### src/hdl/pcsr_pkg.sv
// Constants, register indices and field layout of the copper status and control registers
package pcsr_pkg;

  // Register data width as seen by management software
  localparam int unsigned REG_W = 16;

  // Register indices; byte address on APB is four times the index
  localparam logic [5:0] INT_EN_IDX = 6'h12;
  localparam logic [5:0] EVT_STAT_IDX = 6'h13;
  localparam logic [5:0] TX_POL_IDX = 6'h14;
  localparam logic [5:0] RX_ERR_IDX = 6'h15;
  localparam logic [5:0] PAGE_SEL_IDX = 6'h16;
  localparam logic [5:0] OEM_CTRL_IDX = 6'h19;
  localparam logic [5:0] SW_RESET_IDX = 6'h1f;

  // Event bit positions in the event status register
  localparam int unsigned EVT_ANEG_ERR_BIT = 15;
  localparam int unsigned EVT_SPEED_BIT = 14;
  localparam int unsigned EVT_DUPLEX_BIT = 13;
  localparam int unsigned EVT_PAGE_BIT = 12;
  localparam int unsigned EVT_ANEG_DONE_BIT = 11;
  localparam int unsigned EVT_LINK_BIT = 10;
  localparam int unsigned EVT_SYMBOL_BIT = 9;
  localparam int unsigned EVT_FALSE_CARRIER_BIT = 8;
  localparam int unsigned EVT_CROSSOVER_BIT = 6;
  localparam int unsigned EVT_DOWNSHIFT_BIT = 5;
  localparam int unsigned EVT_ENERGY_BIT = 4;
  localparam int unsigned EVT_FLP_NO_LINK_BIT = 3;
  localparam int unsigned EVT_POLARITY_BIT = 1;
  localparam int unsigned EVT_JABBER_BIT = 0;

  // Bits 7 and 2 are reserved and always read zero
  localparam logic [15:0] EVT_VALID_MASK = 16'hff7b;

  // OEM control field positions
  localparam int unsigned OEM_RESTART_BIT = 10;
  localparam int unsigned OEM_GIG_DIS_BIT = 6;
  localparam int unsigned OEM_LOW_POWER_BIT = 2;
  // Fields that survive a software reset
  localparam logic [15:0] OEM_RETAIN_MASK = 16'h0044;

  // Field masks of the narrow registers
  localparam logic [15:0] TX_POL_MASK = 16'h000f;
  localparam logic [15:0] PAGE_SEL_MASK = 16'h00ff;
  localparam int unsigned SW_RESET_BIT = 0;

  // Values after hardware reset
  localparam logic [15:0] EVT_RESET = 16'h0000;
  localparam logic [15:0] TX_POL_RESET = 16'h0000;
  localparam logic [15:0] RX_ERR_RESET = 16'h0000;
  localparam logic [7:0] PAGE_SEL_RESET = 8'h00;
  localparam logic [15:0] OEM_RESET = 16'h0000;
  localparam logic [15:0] INT_EN_RESET = 16'h0000;

endpackage : pcsr_pkg

### src/hdl/pcsr_err_counter.sv
// Saturating receive error counter with read-clear that keeps concurrent counts
module pcsr_err_counter
  import pcsr_pkg::*;
#(
  parameter int unsigned CNT_W = 16
)
(
  // Clock and reset
  input wire logic pclk,
  input wire logic presetn,
  // Error events, one-cycle pulses
  input wire logic symbol_err,
  input wire logic false_carrier,
  // Read clear, subtracts the value software saw
  input wire logic clr_en,
  input wire logic [CNT_W-1:0] clr_val,
  // Current count
  output logic [CNT_W-1:0] count
);

  typedef struct packed {
    logic [CNT_W-1:0] cnt;
  } pcsr_cnt_state_t;

  pcsr_cnt_state_t st_ff;
  pcsr_cnt_state_t nxt_st;

  // Next count: remove what was read, then add the new errors
  always_comb
  begin
    logic [CNT_W-1:0] base;
    logic [CNT_W:0] sum;
    base = '0;
    sum = '0;
    nxt_st = st_ff;
    if (clr_en)
    begin
      base = st_ff.cnt - clr_val;
    end
    else
    begin
      base = st_ff.cnt;
    end
    sum = {1'b0, base} + {{CNT_W{1'b0}}, symbol_err} + {{CNT_W{1'b0}}, false_carrier};
    if (sum[CNT_W])
    begin
      nxt_st.cnt = {CNT_W{1'b1}};
    end
    else
    begin
      nxt_st.cnt = sum[CNT_W-1:0];
    end
  end

  // State register; software reset does not reach it, so the count is kept
  always_ff @(posedge pclk or negedge presetn)
  begin
    if (!presetn)
    begin
      st_ff.cnt <= RX_ERR_RESET[CNT_W-1:0];
    end
    else
    begin
      st_ff <= nxt_st;
    end
  end

  assign count = st_ff.cnt;

endmodule // pcsr_err_counter

### src/hdl/pcsr_event_latch.sv
// Change detection and latched-high event bits of the copper event status register
module pcsr_event_latch
  import pcsr_pkg::*;
(
  // Clock and reset
  input wire logic pclk,
  input wire logic presetn,
  input wire logic soft_reset,
  // Auto-negotiation fault pulses
  input wire logic ms_unresolved,
  input wire logic parallel_detect_fault,
  input wire logic no_highest_common_capability,
  input wire logic link_fail_after_aneg,
  // Other event pulses
  input wire logic page_received,
  input wire logic aneg_complete,
  input wire logic symbol_err,
  input wire logic false_carrier,
  input wire logic downshift,
  input wire logic fast_link_pulse_no_link,
  input wire logic jabber,
  // Real-time levels watched for change
  input wire logic [1:0] speed,
  input wire logic full_duplex,
  input wire logic link_up,
  input wire logic mdix,
  input wire logic energy_sleep,
  input wire logic rx_pol_reversed,
  // Read clear with the snapshot software saw
  input wire logic clr_en,
  input wire logic [15:0] clr_mask,
  // Latched events
  output logic [15:0] events
);

  typedef struct packed {
    logic primed;
    logic [1:0] speed;
    logic duplex;
    logic link;
    logic mdix;
    logic energy;
    logic pol;
    logic [15:0] evt;
  } pcsr_evt_state_t;

  pcsr_evt_state_t st_ff;
  pcsr_evt_state_t nxt_st;

  // Set terms, then clear, with set winning
  always_comb
  begin
    logic [15:0] set;
    logic chk;
    set = '0;
    nxt_st = st_ff;
    // Levels are compared only once a first sample is held, else reset looks like a change
    chk = st_ff.primed;
    set[EVT_ANEG_ERR_BIT] = ms_unresolved | parallel_detect_fault
                          | no_highest_common_capability | link_fail_after_aneg;
    set[EVT_SPEED_BIT] = chk & (speed != st_ff.speed);
    set[EVT_DUPLEX_BIT] = chk & (full_duplex != st_ff.duplex);
    set[EVT_PAGE_BIT] = page_received;
    set[EVT_ANEG_DONE_BIT] = aneg_complete;
    set[EVT_LINK_BIT] = chk & (link_up != st_ff.link);
    set[EVT_SYMBOL_BIT] = symbol_err;
    set[EVT_FALSE_CARRIER_BIT] = false_carrier;
    set[EVT_CROSSOVER_BIT] = chk & (mdix != st_ff.mdix);
    set[EVT_DOWNSHIFT_BIT] = downshift;
    set[EVT_ENERGY_BIT] = chk & (energy_sleep != st_ff.energy);
    set[EVT_FLP_NO_LINK_BIT] = fast_link_pulse_no_link;
    set[EVT_POLARITY_BIT] = chk & (rx_pol_reversed != st_ff.pol);
    set[EVT_JABBER_BIT] = jabber;
    // Track the levels every cycle
    nxt_st.primed = 1'b1;
    nxt_st.speed = speed;
    nxt_st.duplex = full_duplex;
    nxt_st.link = link_up;
    nxt_st.mdix = mdix;
    nxt_st.energy = energy_sleep;
    nxt_st.pol = rx_pol_reversed;
    if (soft_reset)
    begin
      nxt_st.evt = EVT_RESET;
    end
    else if (clr_en)
    begin
      nxt_st.evt = ((st_ff.evt & ~clr_mask) | set) & EVT_VALID_MASK;
    end
    else
    begin
      nxt_st.evt = (st_ff.evt | set) & EVT_VALID_MASK;
    end
  end

  // State register
  always_ff @(posedge pclk or negedge presetn)
  begin
    if (!presetn)
    begin
      st_ff <= '0;
    end
    else
    begin
      st_ff <= nxt_st;
    end
  end

  assign events = st_ff.evt;

endmodule // pcsr_event_latch

### src/hdl/pcsr_regs.sv
// APB register bank of the copper status and control registers
//
// Chosen here: the APB interface to the registers.
module pcsr_regs
  import pcsr_pkg::*;
#(
  parameter int unsigned ADDR_W = 8,
  parameter int unsigned CNT_W = 16
)
(
  // APB clock and reset
  input wire logic pclk,
  input wire logic presetn,
  // APB slave
  input wire logic psel,
  input wire logic penable,
  input wire logic pwrite,
  input wire logic [ADDR_W-1:0] paddr,
  input wire logic [31:0] pwdata,
  input wire logic [3:0] pstrb,
  output logic [31:0] prdata,
  output logic pready,
  output logic pslverr,
  // Negotiation fault pulses from the copper core
  input wire logic ms_unresolved,
  input wire logic parallel_detect_fault,
  input wire logic no_highest_common_capability,
  input wire logic link_fail_after_aneg,
  // Event pulses from the copper core
  input wire logic page_received,
  input wire logic aneg_complete,
  input wire logic symbol_err,
  input wire logic false_carrier,
  input wire logic downshift,
  input wire logic fast_link_pulse_no_link,
  input wire logic jabber,
  // Real-time status levels from the copper core
  input wire logic [1:0] speed,
  input wire logic full_duplex,
  input wire logic link_up,
  input wire logic mdix,
  input wire logic energy_sleep,
  input wire logic rx_pol_reversed,
  // Controls toward the copper core
  output logic [3:0] tx_pair_invert,
  output logic aneg_restart,
  output logic gigabit_disable,
  output logic low_power_link_select,
  output logic [7:0] page_sel,
  output logic soft_reset,
  // PHY interrupt, level
  output logic phy_int
);

  typedef struct packed {
    logic [31:0] rdata;
    logic ready;
    logic err;
    logic [3:0] txpol;
    logic [15:0] oem;
    logic [7:0] page;
    logic [15:0] int_en;
    logic irq;
    logic [15:0] snap_evt;
    logic [CNT_W-1:0] snap_cnt;
    logic swrst;
  } pcsr_regs_state_t;

  pcsr_regs_state_t st_ff;
  pcsr_regs_state_t nxt_st;

  // Latched events and error count from the submodules
  logic [15:0] evt_q;
  logic [CNT_W-1:0] cnt_q;
  // Read-clear strobes, valid at the completing edge of a read
  logic evt_clr;
  logic cnt_clr;
  // Decode of the held address
  logic [5:0] idx;
  logic hit;
  logic access;

  // Word index when the address is aligned and in range, else out of map
  function automatic logic [5:0] reg_index(input logic [ADDR_W-1:0] a);
    logic [ADDR_W-1:0] word;
    word = a >> 2;
    if (a[1:0] != 2'b00 || word > ADDR_W'(6'h3f))
    begin
      reg_index = 6'h00;
    end
    else
    begin
      reg_index = word[5:0];
    end
  endfunction

  // Is the index mapped; page 0 registers only answer while page 0 is selected
  function automatic logic reg_mapped(input logic [5:0] i, input logic [7:0] pg,
                                      input logic [ADDR_W-1:0] a);
    logic pg0;
    pg0 = (pg == 8'h00);
    if (a[1:0] != 2'b00 || (a >> 2) > ADDR_W'(6'h3f))
    begin
      reg_mapped = 1'b0;
    end
    else
    begin
      unique case (i)
        INT_EN_IDX, EVT_STAT_IDX, TX_POL_IDX, RX_ERR_IDX, OEM_CTRL_IDX: reg_mapped = pg0;
        PAGE_SEL_IDX, SW_RESET_IDX: reg_mapped = 1'b1;
        default: reg_mapped = 1'b0;
      endcase
    end
  endfunction

  // Byte-lane merge of a 16-bit register with the write data
  function automatic logic [15:0] lane_merge(input logic [15:0] old, input logic [31:0] wd,
                                             input logic [3:0] strb);
    lane_merge = old;
    if (strb[0])
    begin
      lane_merge[7:0] = wd[7:0];
    end
    if (strb[1])
    begin
      lane_merge[15:8] = wd[15:8];
    end
  endfunction

  assign idx = reg_index(paddr);
  assign hit = reg_mapped(idx, st_ff.page, paddr);
  // Access edge: the master holds the request until it sees pready
  assign access = psel & penable & st_ff.ready;
  assign evt_clr = access & ~pwrite & ~st_ff.err & (idx == EVT_STAT_IDX);
  assign cnt_clr = access & ~pwrite & ~st_ff.err & (idx == RX_ERR_IDX);

  // Latched-high event bits
  pcsr_event_latch u_events (
    .pclk(pclk),
    .presetn(presetn),
    .soft_reset(st_ff.swrst),
    .ms_unresolved(ms_unresolved),
    .parallel_detect_fault(parallel_detect_fault),
    .no_highest_common_capability(no_highest_common_capability),
    .link_fail_after_aneg(link_fail_after_aneg),
    .page_received(page_received),
    .aneg_complete(aneg_complete),
    .symbol_err(symbol_err),
    .false_carrier(false_carrier),
    .downshift(downshift),
    .fast_link_pulse_no_link(fast_link_pulse_no_link),
    .jabber(jabber),
    .speed(speed),
    .full_duplex(full_duplex),
    .link_up(link_up),
    .mdix(mdix),
    .energy_sleep(energy_sleep),
    .rx_pol_reversed(rx_pol_reversed),
    .clr_en(evt_clr),
    .clr_mask(st_ff.snap_evt),
    .events(evt_q)
  );

  // Receive error counter
  pcsr_err_counter #(
    .CNT_W(CNT_W)
  ) u_errcnt (
    .pclk(pclk),
    .presetn(presetn),
    .symbol_err(symbol_err),
    .false_carrier(false_carrier),
    .clr_en(cnt_clr),
    .clr_val(st_ff.snap_cnt),
    .count(cnt_q)
  );

  // Bus answer, register writes, software reset and interrupt
  always_comb
  begin
    logic [15:0] wv;
    logic [15:0] rd;
    wv = '0;
    rd = '0;
    nxt_st = st_ff;
    // Software reset lasts one cycle
    nxt_st.swrst = 1'b0;
    nxt_st.oem[OEM_RESTART_BIT] = 1'b0;
    // Answer one cycle after setup; pready only during the access phase
    nxt_st.ready = 1'b0;
    if (psel && !penable)
    begin
      // Setup: capture read data now so prdata comes from a flop
      nxt_st.ready = 1'b1;
      nxt_st.err = ~hit;
      unique case (idx)
        INT_EN_IDX: rd = st_ff.int_en;
        EVT_STAT_IDX: rd = evt_q & EVT_VALID_MASK;
        TX_POL_IDX: rd = {12'h000, st_ff.txpol};
        RX_ERR_IDX: rd = 16'(cnt_q);
        PAGE_SEL_IDX: rd = {8'h00, st_ff.page};
        OEM_CTRL_IDX: rd = st_ff.oem;
        default: rd = 16'h0000;
      endcase
      if (!hit || pwrite)
      begin
        rd = 16'h0000;
      end
      nxt_st.rdata = {16'h0000, rd};
      // Snapshot what software sees so only those bits are cleared later
      nxt_st.snap_evt = evt_q & EVT_VALID_MASK;
      nxt_st.snap_cnt = cnt_q;
    end
    else if (access)
    begin
      nxt_st.err = 1'b0;
    end
    // Writes take effect at the access edge only; refused when out of map
    if (access && pwrite && !st_ff.err)
    begin
      unique case (idx)
        INT_EN_IDX:
        begin
          nxt_st.int_en = lane_merge(st_ff.int_en, pwdata, pstrb) & EVT_VALID_MASK;
        end
        TX_POL_IDX:
        begin
          wv = lane_merge({12'h000, st_ff.txpol}, pwdata, pstrb) & TX_POL_MASK;
          nxt_st.txpol = wv[3:0];
        end
        PAGE_SEL_IDX:
        begin
          wv = lane_merge({8'h00, st_ff.page}, pwdata, pstrb) & PAGE_SEL_MASK;
          nxt_st.page = wv[7:0];
        end
        OEM_CTRL_IDX:
        begin
          nxt_st.oem = lane_merge(st_ff.oem, pwdata, pstrb);
        end
        SW_RESET_IDX:
        begin
          nxt_st.swrst = pstrb[0] & pwdata[SW_RESET_BIT];
        end
        default:
        begin
          nxt_st.swrst = 1'b0;
        end
      endcase
    end
    // Software reset: OEM fields other than the retained ones return to zero
    if (st_ff.swrst)
    begin
      nxt_st.oem = st_ff.oem & OEM_RETAIN_MASK;
    end
    nxt_st.irq = |(evt_q & st_ff.int_en & EVT_VALID_MASK);
  end

  // State register; polarity, page and enables are untouched by software reset
  always_ff @(posedge pclk or negedge presetn)
  begin
    if (!presetn)
    begin
      st_ff.rdata <= 32'h0000_0000;
      st_ff.ready <= 1'b0;
      st_ff.err <= 1'b0;
      st_ff.txpol <= TX_POL_RESET[3:0];
      st_ff.oem <= OEM_RESET;
      st_ff.page <= PAGE_SEL_RESET;
      st_ff.int_en <= INT_EN_RESET;
      st_ff.irq <= 1'b0;
      st_ff.snap_evt <= 16'h0000;
      st_ff.snap_cnt <= '0;
      st_ff.swrst <= 1'b0;
    end
    else
    begin
      st_ff <= nxt_st;
    end
  end

  // Outputs straight from flops, except pslverr, which is err gated with ready
  assign prdata = st_ff.rdata;
  assign pready = st_ff.ready;
  assign pslverr = st_ff.err & st_ff.ready;
  assign tx_pair_invert = st_ff.txpol;
  assign aneg_restart = st_ff.oem[OEM_RESTART_BIT];
  assign gigabit_disable = st_ff.oem[OEM_GIG_DIS_BIT];
  assign low_power_link_select = st_ff.oem[OEM_LOW_POWER_BIT];
  assign page_sel = st_ff.page;
  assign soft_reset = st_ff.swrst;
  assign phy_int = st_ff.irq;

endmodule // pcsr_regs

### config.mk
export PLATFORM = sky130hd
export DESIGN_NAME = pcsr_regs
export DESIGN_NICKNAME = d
export VERILOG_FILES = /design/src/hdl/pcsr_pkg.sv /design/src/hdl/pcsr_err_counter.sv /design/src/hdl/pcsr_event_latch.sv /design/src/hdl/pcsr_regs.sv
export SDC_FILE = /design/constraint.sdc
export NUM_CORES = 1
export LEC_CHECK = 0
export ABC_AREA = 1
export BUFFER_PORTS_ARGS = -buffer_cell sky130_fd_sc_hd__buf_4
export CORE_UTILIZATION = 55
export CTS_CLUSTER_SIZE = 8
export DETAILED_ROUTE_END_ITERATION = 7
export GPL_ROUTABILITY_DRIVEN = 0
export PLACE_DENSITY = 0.78
export SYNTH_ARGS = -nofsm -noshare
export SYNTH_HDL_FRONTEND = slang
export SYNTH_SLANG_ARGS = --single-unit
### constraint.sdc
create_clock -name pclk -period 3.32 [get_ports pclk]
set_clock_uncertainty 0.05 [all_clocks]
set_input_delay 0.664 -clock pclk [delete_from_list [all_inputs] [get_ports pclk]]
set_output_delay 0.664 -clock pclk [all_outputs]
set_load 0.01 [all_outputs]
==> flow_metrics.env <==
export IMPL_outcome="finished clean"
export IMPL_grt_max_degree=73
export IMPL_yosysTopAreaCellShare_pct=42.9
export IMPL_setup_violations=0
export IMPL_async_reset_ff_share_pct=100
export IMPL_power_leakage_nw=4.69
export IMPL_track_usage_pct=29.1
export IMPL_ir_worst_vdd_uv=511
export IMPL_path_cells="inv_1, ha_1, inv_1, fa_1, nand3_1, nand3_1, nand2_1, nand3_1, nand2_1, nand2_1, a21boi_2, nand2_2, nor2_1, nand3_1, nand2_1, nand3_1"
export IMPL_worst_pin_slew_ns=0.764
export IMPL_grt_pass1_wl_mm=32.3
export IMPL_netlist_instances=1006
export IMPL_clkPwrFrac_pct=29.9
export IMPL_fin_setup_tns_ns=0
export IMPL_ys_top_cells_by_count="299 x nand2_1, 138 x inv_1, 130 x dfrtp_1"
export IMPL_path_common_cell="nand3_1"
export IMPL_cpMaxStageDelayCell="fa_1"
export IMPL_antenna_cells=0
export IMPL_synth_main_ff_cell="dfrtp_1"
export IMPL_die_w_um=119
export IMPL_cap_violations=0
export IMPL_syn_area_um2=7580
export IMPL_drc_errors=0
export IMPL_hold_viol_final=0
export IMPL_ys_seq_elements=130
export IMPL_synth_edf_count=0
export IMPL_worst_path_largest_cell_delay_ns=0.46
export IMPL_grt_util_met2_pct=48.4
export IMPL_dieArea_um2=14300
export IMPL_synthDistinctLibCells=46
export IMPL_swShare_pct=40.1
export IMPL_overflow=0
export IMPL_r2r_end="u_errcnt.count[13]"
export IMPL_period_share_pct=89.3
export IMPL_cp_required_ns=3.56
export IMPL_switching_power_w=0.00237
export IMPL_whs_ns=0.225
export IMPL_finalCriticalPeriod_ns=2.97
export IMPL_drt_iter0_drc=648
export IMPL_ios=118
export IMPL_firstDrtPassIters=5
export IMPL_cts_made_buffers=17
export IMPL_wl_mm=19.2
export IMPL_core_area_um2=13300
export IMPL_hp_class="primary input to async pin"
export IMPL_arrival_ns=3.21
export IMPL_ys_top_cells_by_area="dfrtp_1 43%, nand2_1 15%, inv_1 6.8%"
export IMPL_placed_cell_area_um2=8170
export IMPL_r2r_start="u_errcnt.count[0]"
export IMPL_rsz0062_at_grt="false"
export IMPL_io_buffer_count=83
export IMPL_comb_power_share_pct=38.4
export IMPL_ys_seq_area_share_pct=42.9
export IMPL_cts_resized=0
export IMPL_critPathLaunchType="flop"
export IMPL_post_drt_wl_per_cell_um=15.3
export IMPL_clock_latency_ns=0.43
export IMPL_vias_per_cell=5.38
export IMPL_cts_sinks=130
export IMPL_num_rows=42
export IMPL_reg2reg_depth=16
export IMPL_cts_root_buffer="clkbuf_16"
export IMPL_finalNetCount=1157
export IMPL_tritoncts="built"
export IMPL_synth_most_common_cell="nand2_1"
export IMPL_grt_use_met3_pct=6.42
export IMPL_power_frac_seq_pct=31.6
export IMPL_postLayoutCoreUtil_pct=65.4
export IMPL_use_met1_pct=37.3
export IMPL_die_y_um=119
export IMPL_postCtsSetupBuffers=0
export IMPL_p_int_w=0.00355
export IMPL_grt_pass1_vias=6556
export IMPL_max_freq_mhz=337
export IMPL_powerDensity_nw_per_um2=679
export IMPL_synth_top_area_cell="dfrtp_1"
export IMPL_yosys_warnings=0
export IMPL_cts_htree_levels=4
export IMPL_drv_slew=0
export IMPL_power_w=0.00592
export IMPL_vias=6778
export IMPL_fillCellCount=1192
export IMPL_hpwl_mm=14.1
export IMPL_crit_type="flop to flop"
export IMPL_worstPathMaxFanout=5
export IMPL_final_antenna_net_count=0
export IMPL_clk_path_buf_depth=2
export IMPL_path_clk_slew_ns=0.06
export IMPL_syn2layout_area_growth_pct=15.0
export IMPL_synth_avg_cell_area_um2=7.54
export IMPL_grt_busiest_layer="met2"
export IMPL_start_util_pct=56.8
export IMPL_final_cell_area_um2=8720
export IMPL_slew_limit_headroom_pct=49.1
export IMPL_reg2reg_setup_slack_ns=0.35
export IMPL_drive_above_1_share_pct=15.4
export IMPL_cts_hold_buf=0
export IMPL_grt_antenna_before_repair=0
export IMPL_endpoint_kind="flop"
cells in the final DEF (no fill, tap or decap), types with 10 or more instances in the layout:
cell type | Yosys | final
nand3_1 | 81 | 81
o21ai_0 | 77 | 77
a21oi_1 | 42 | 42
nand2_1 | 299 | 298
nand4_1 | 13 | 13
inv_1 | 138 | 138
dfrtp_1 | 130 | 130
nor2_1 | 46 | 46
conb_1 | 2 | 17
buf_4 | 44 | 100
ha_1 | 16 | 16
xor2_1 | 10 | 10
clkbuf_16 | 0 | 17
flip-flops by register name, indices dropped and copies added (netlist names):
register	flops
aneg_restart	1
gigabit_disable	1
low_power_link_select	1
page_sel	8
phy_int	1
prdata	16
pready	1
soft_reset	1
st_ff	58
tx_pair_invert	4
u_errcnt.count	16
u_events.events	14
u_events.st_ff	8
power by group through the flow:
stage / clock network [W] / logic (W) / registers (W)
6_report: 0.00177 / 0.00228 / 0.00187
5_1_grt: 0.00185 / 0.00259 / 0.00189
4_1_cts: 0.00178 / 0.00225 / 0.00187
3_5_place_dp: 0 / 0.00222 / 0.00190
3_3_place_gp: 0 / 0.00218 / 0.00189
2_1_floorplan: 0 / 0.00170 / 0.00186
critical path, delay by kind of cell, from the launching register on:
| kind | cells | cell delay (ns) |
|---|---|---|
| flops | 1 | 0.39 |
| buf+inv | 2 | 0.22 |
| compound gates | 1 | 0.24 |
| fa+ha+maj | 2 | 0.63 |
| simple gates | 11 | 1.29 |
per-layer routing:
| metal | wire, um | vias up |
|---|---|---|
| li1 | - | 3299 |
| met1 | 8210 | 3196 |
| met2 | 9440 | 247 |
| met3 | 1160 | 36 |
| met4 | 432 | 0 |
| met5 | 0 | - |
how the worst max path moves through the flow:
| stage | slack, ns | endpoint | cells past startpoint | start |
|---|---|---|---|---|
| finish | 0.35 | u_errcnt.count[13] | 16 | u_errcnt.count[0] |
| detailed placement | 0.12 | u_errcnt.count[14] | 17 | paddr[1] |
| floorplan | 0.37 | u_errcnt.count[14] | 16 | penable |
| global placement | 0.22 | u_errcnt.count[14] | 17 | paddr[1] |
| CTS | 0.38 | u_errcnt.count[13] | 16 | u_errcnt.count[0] |
| global route | 0.05 | u_errcnt.count[13] | 16 | u_errcnt.count[0] |
layout make-up:
| cell class | count | area [um2] | area share [%] |
|---|---|---|---|
| multi-input cells | 680 | 3410 | 39.1 |
| flip-flops and latches | 130 | 3250 | 37.3 |
| repair buffers | 100 | 751 | 8.60 |
| inverters | 143 | 537 | 6.15 |
| clock buffers | 20 | 457 | 5.23 |
| well taps | 176 | 220 | 2.52 |
| clock inverters | 12 | 100 | 1.15 |
cell families after synthesis:
| group | after synthesis | share of synthesized area [%] |
|---|---|---|
| and+or+nand+nor | 478 | 27.7 |
| adders and majority gates | 18 | 3.17 |
| buffers and inverters | 211 | 13.0 |
| DFF | 130 | 42.9 |
| other | 2 | 0.0990 |
| AOI/OAI and AO/OA | 151 | 11.3 |
| xor gates and xnor gates | 14 | 1.62 |
| muxes | 2 | 0.297 |
stage by stage:
step,worst slack [ns],cells
floorplan,0.372,1021
global placement,0.222,1229
detailed placement,0.119,1229
CTS,0.376,1261
global route,0.0541,1261
finish,0.355,1261
Power figures use the tool's default switching activity.
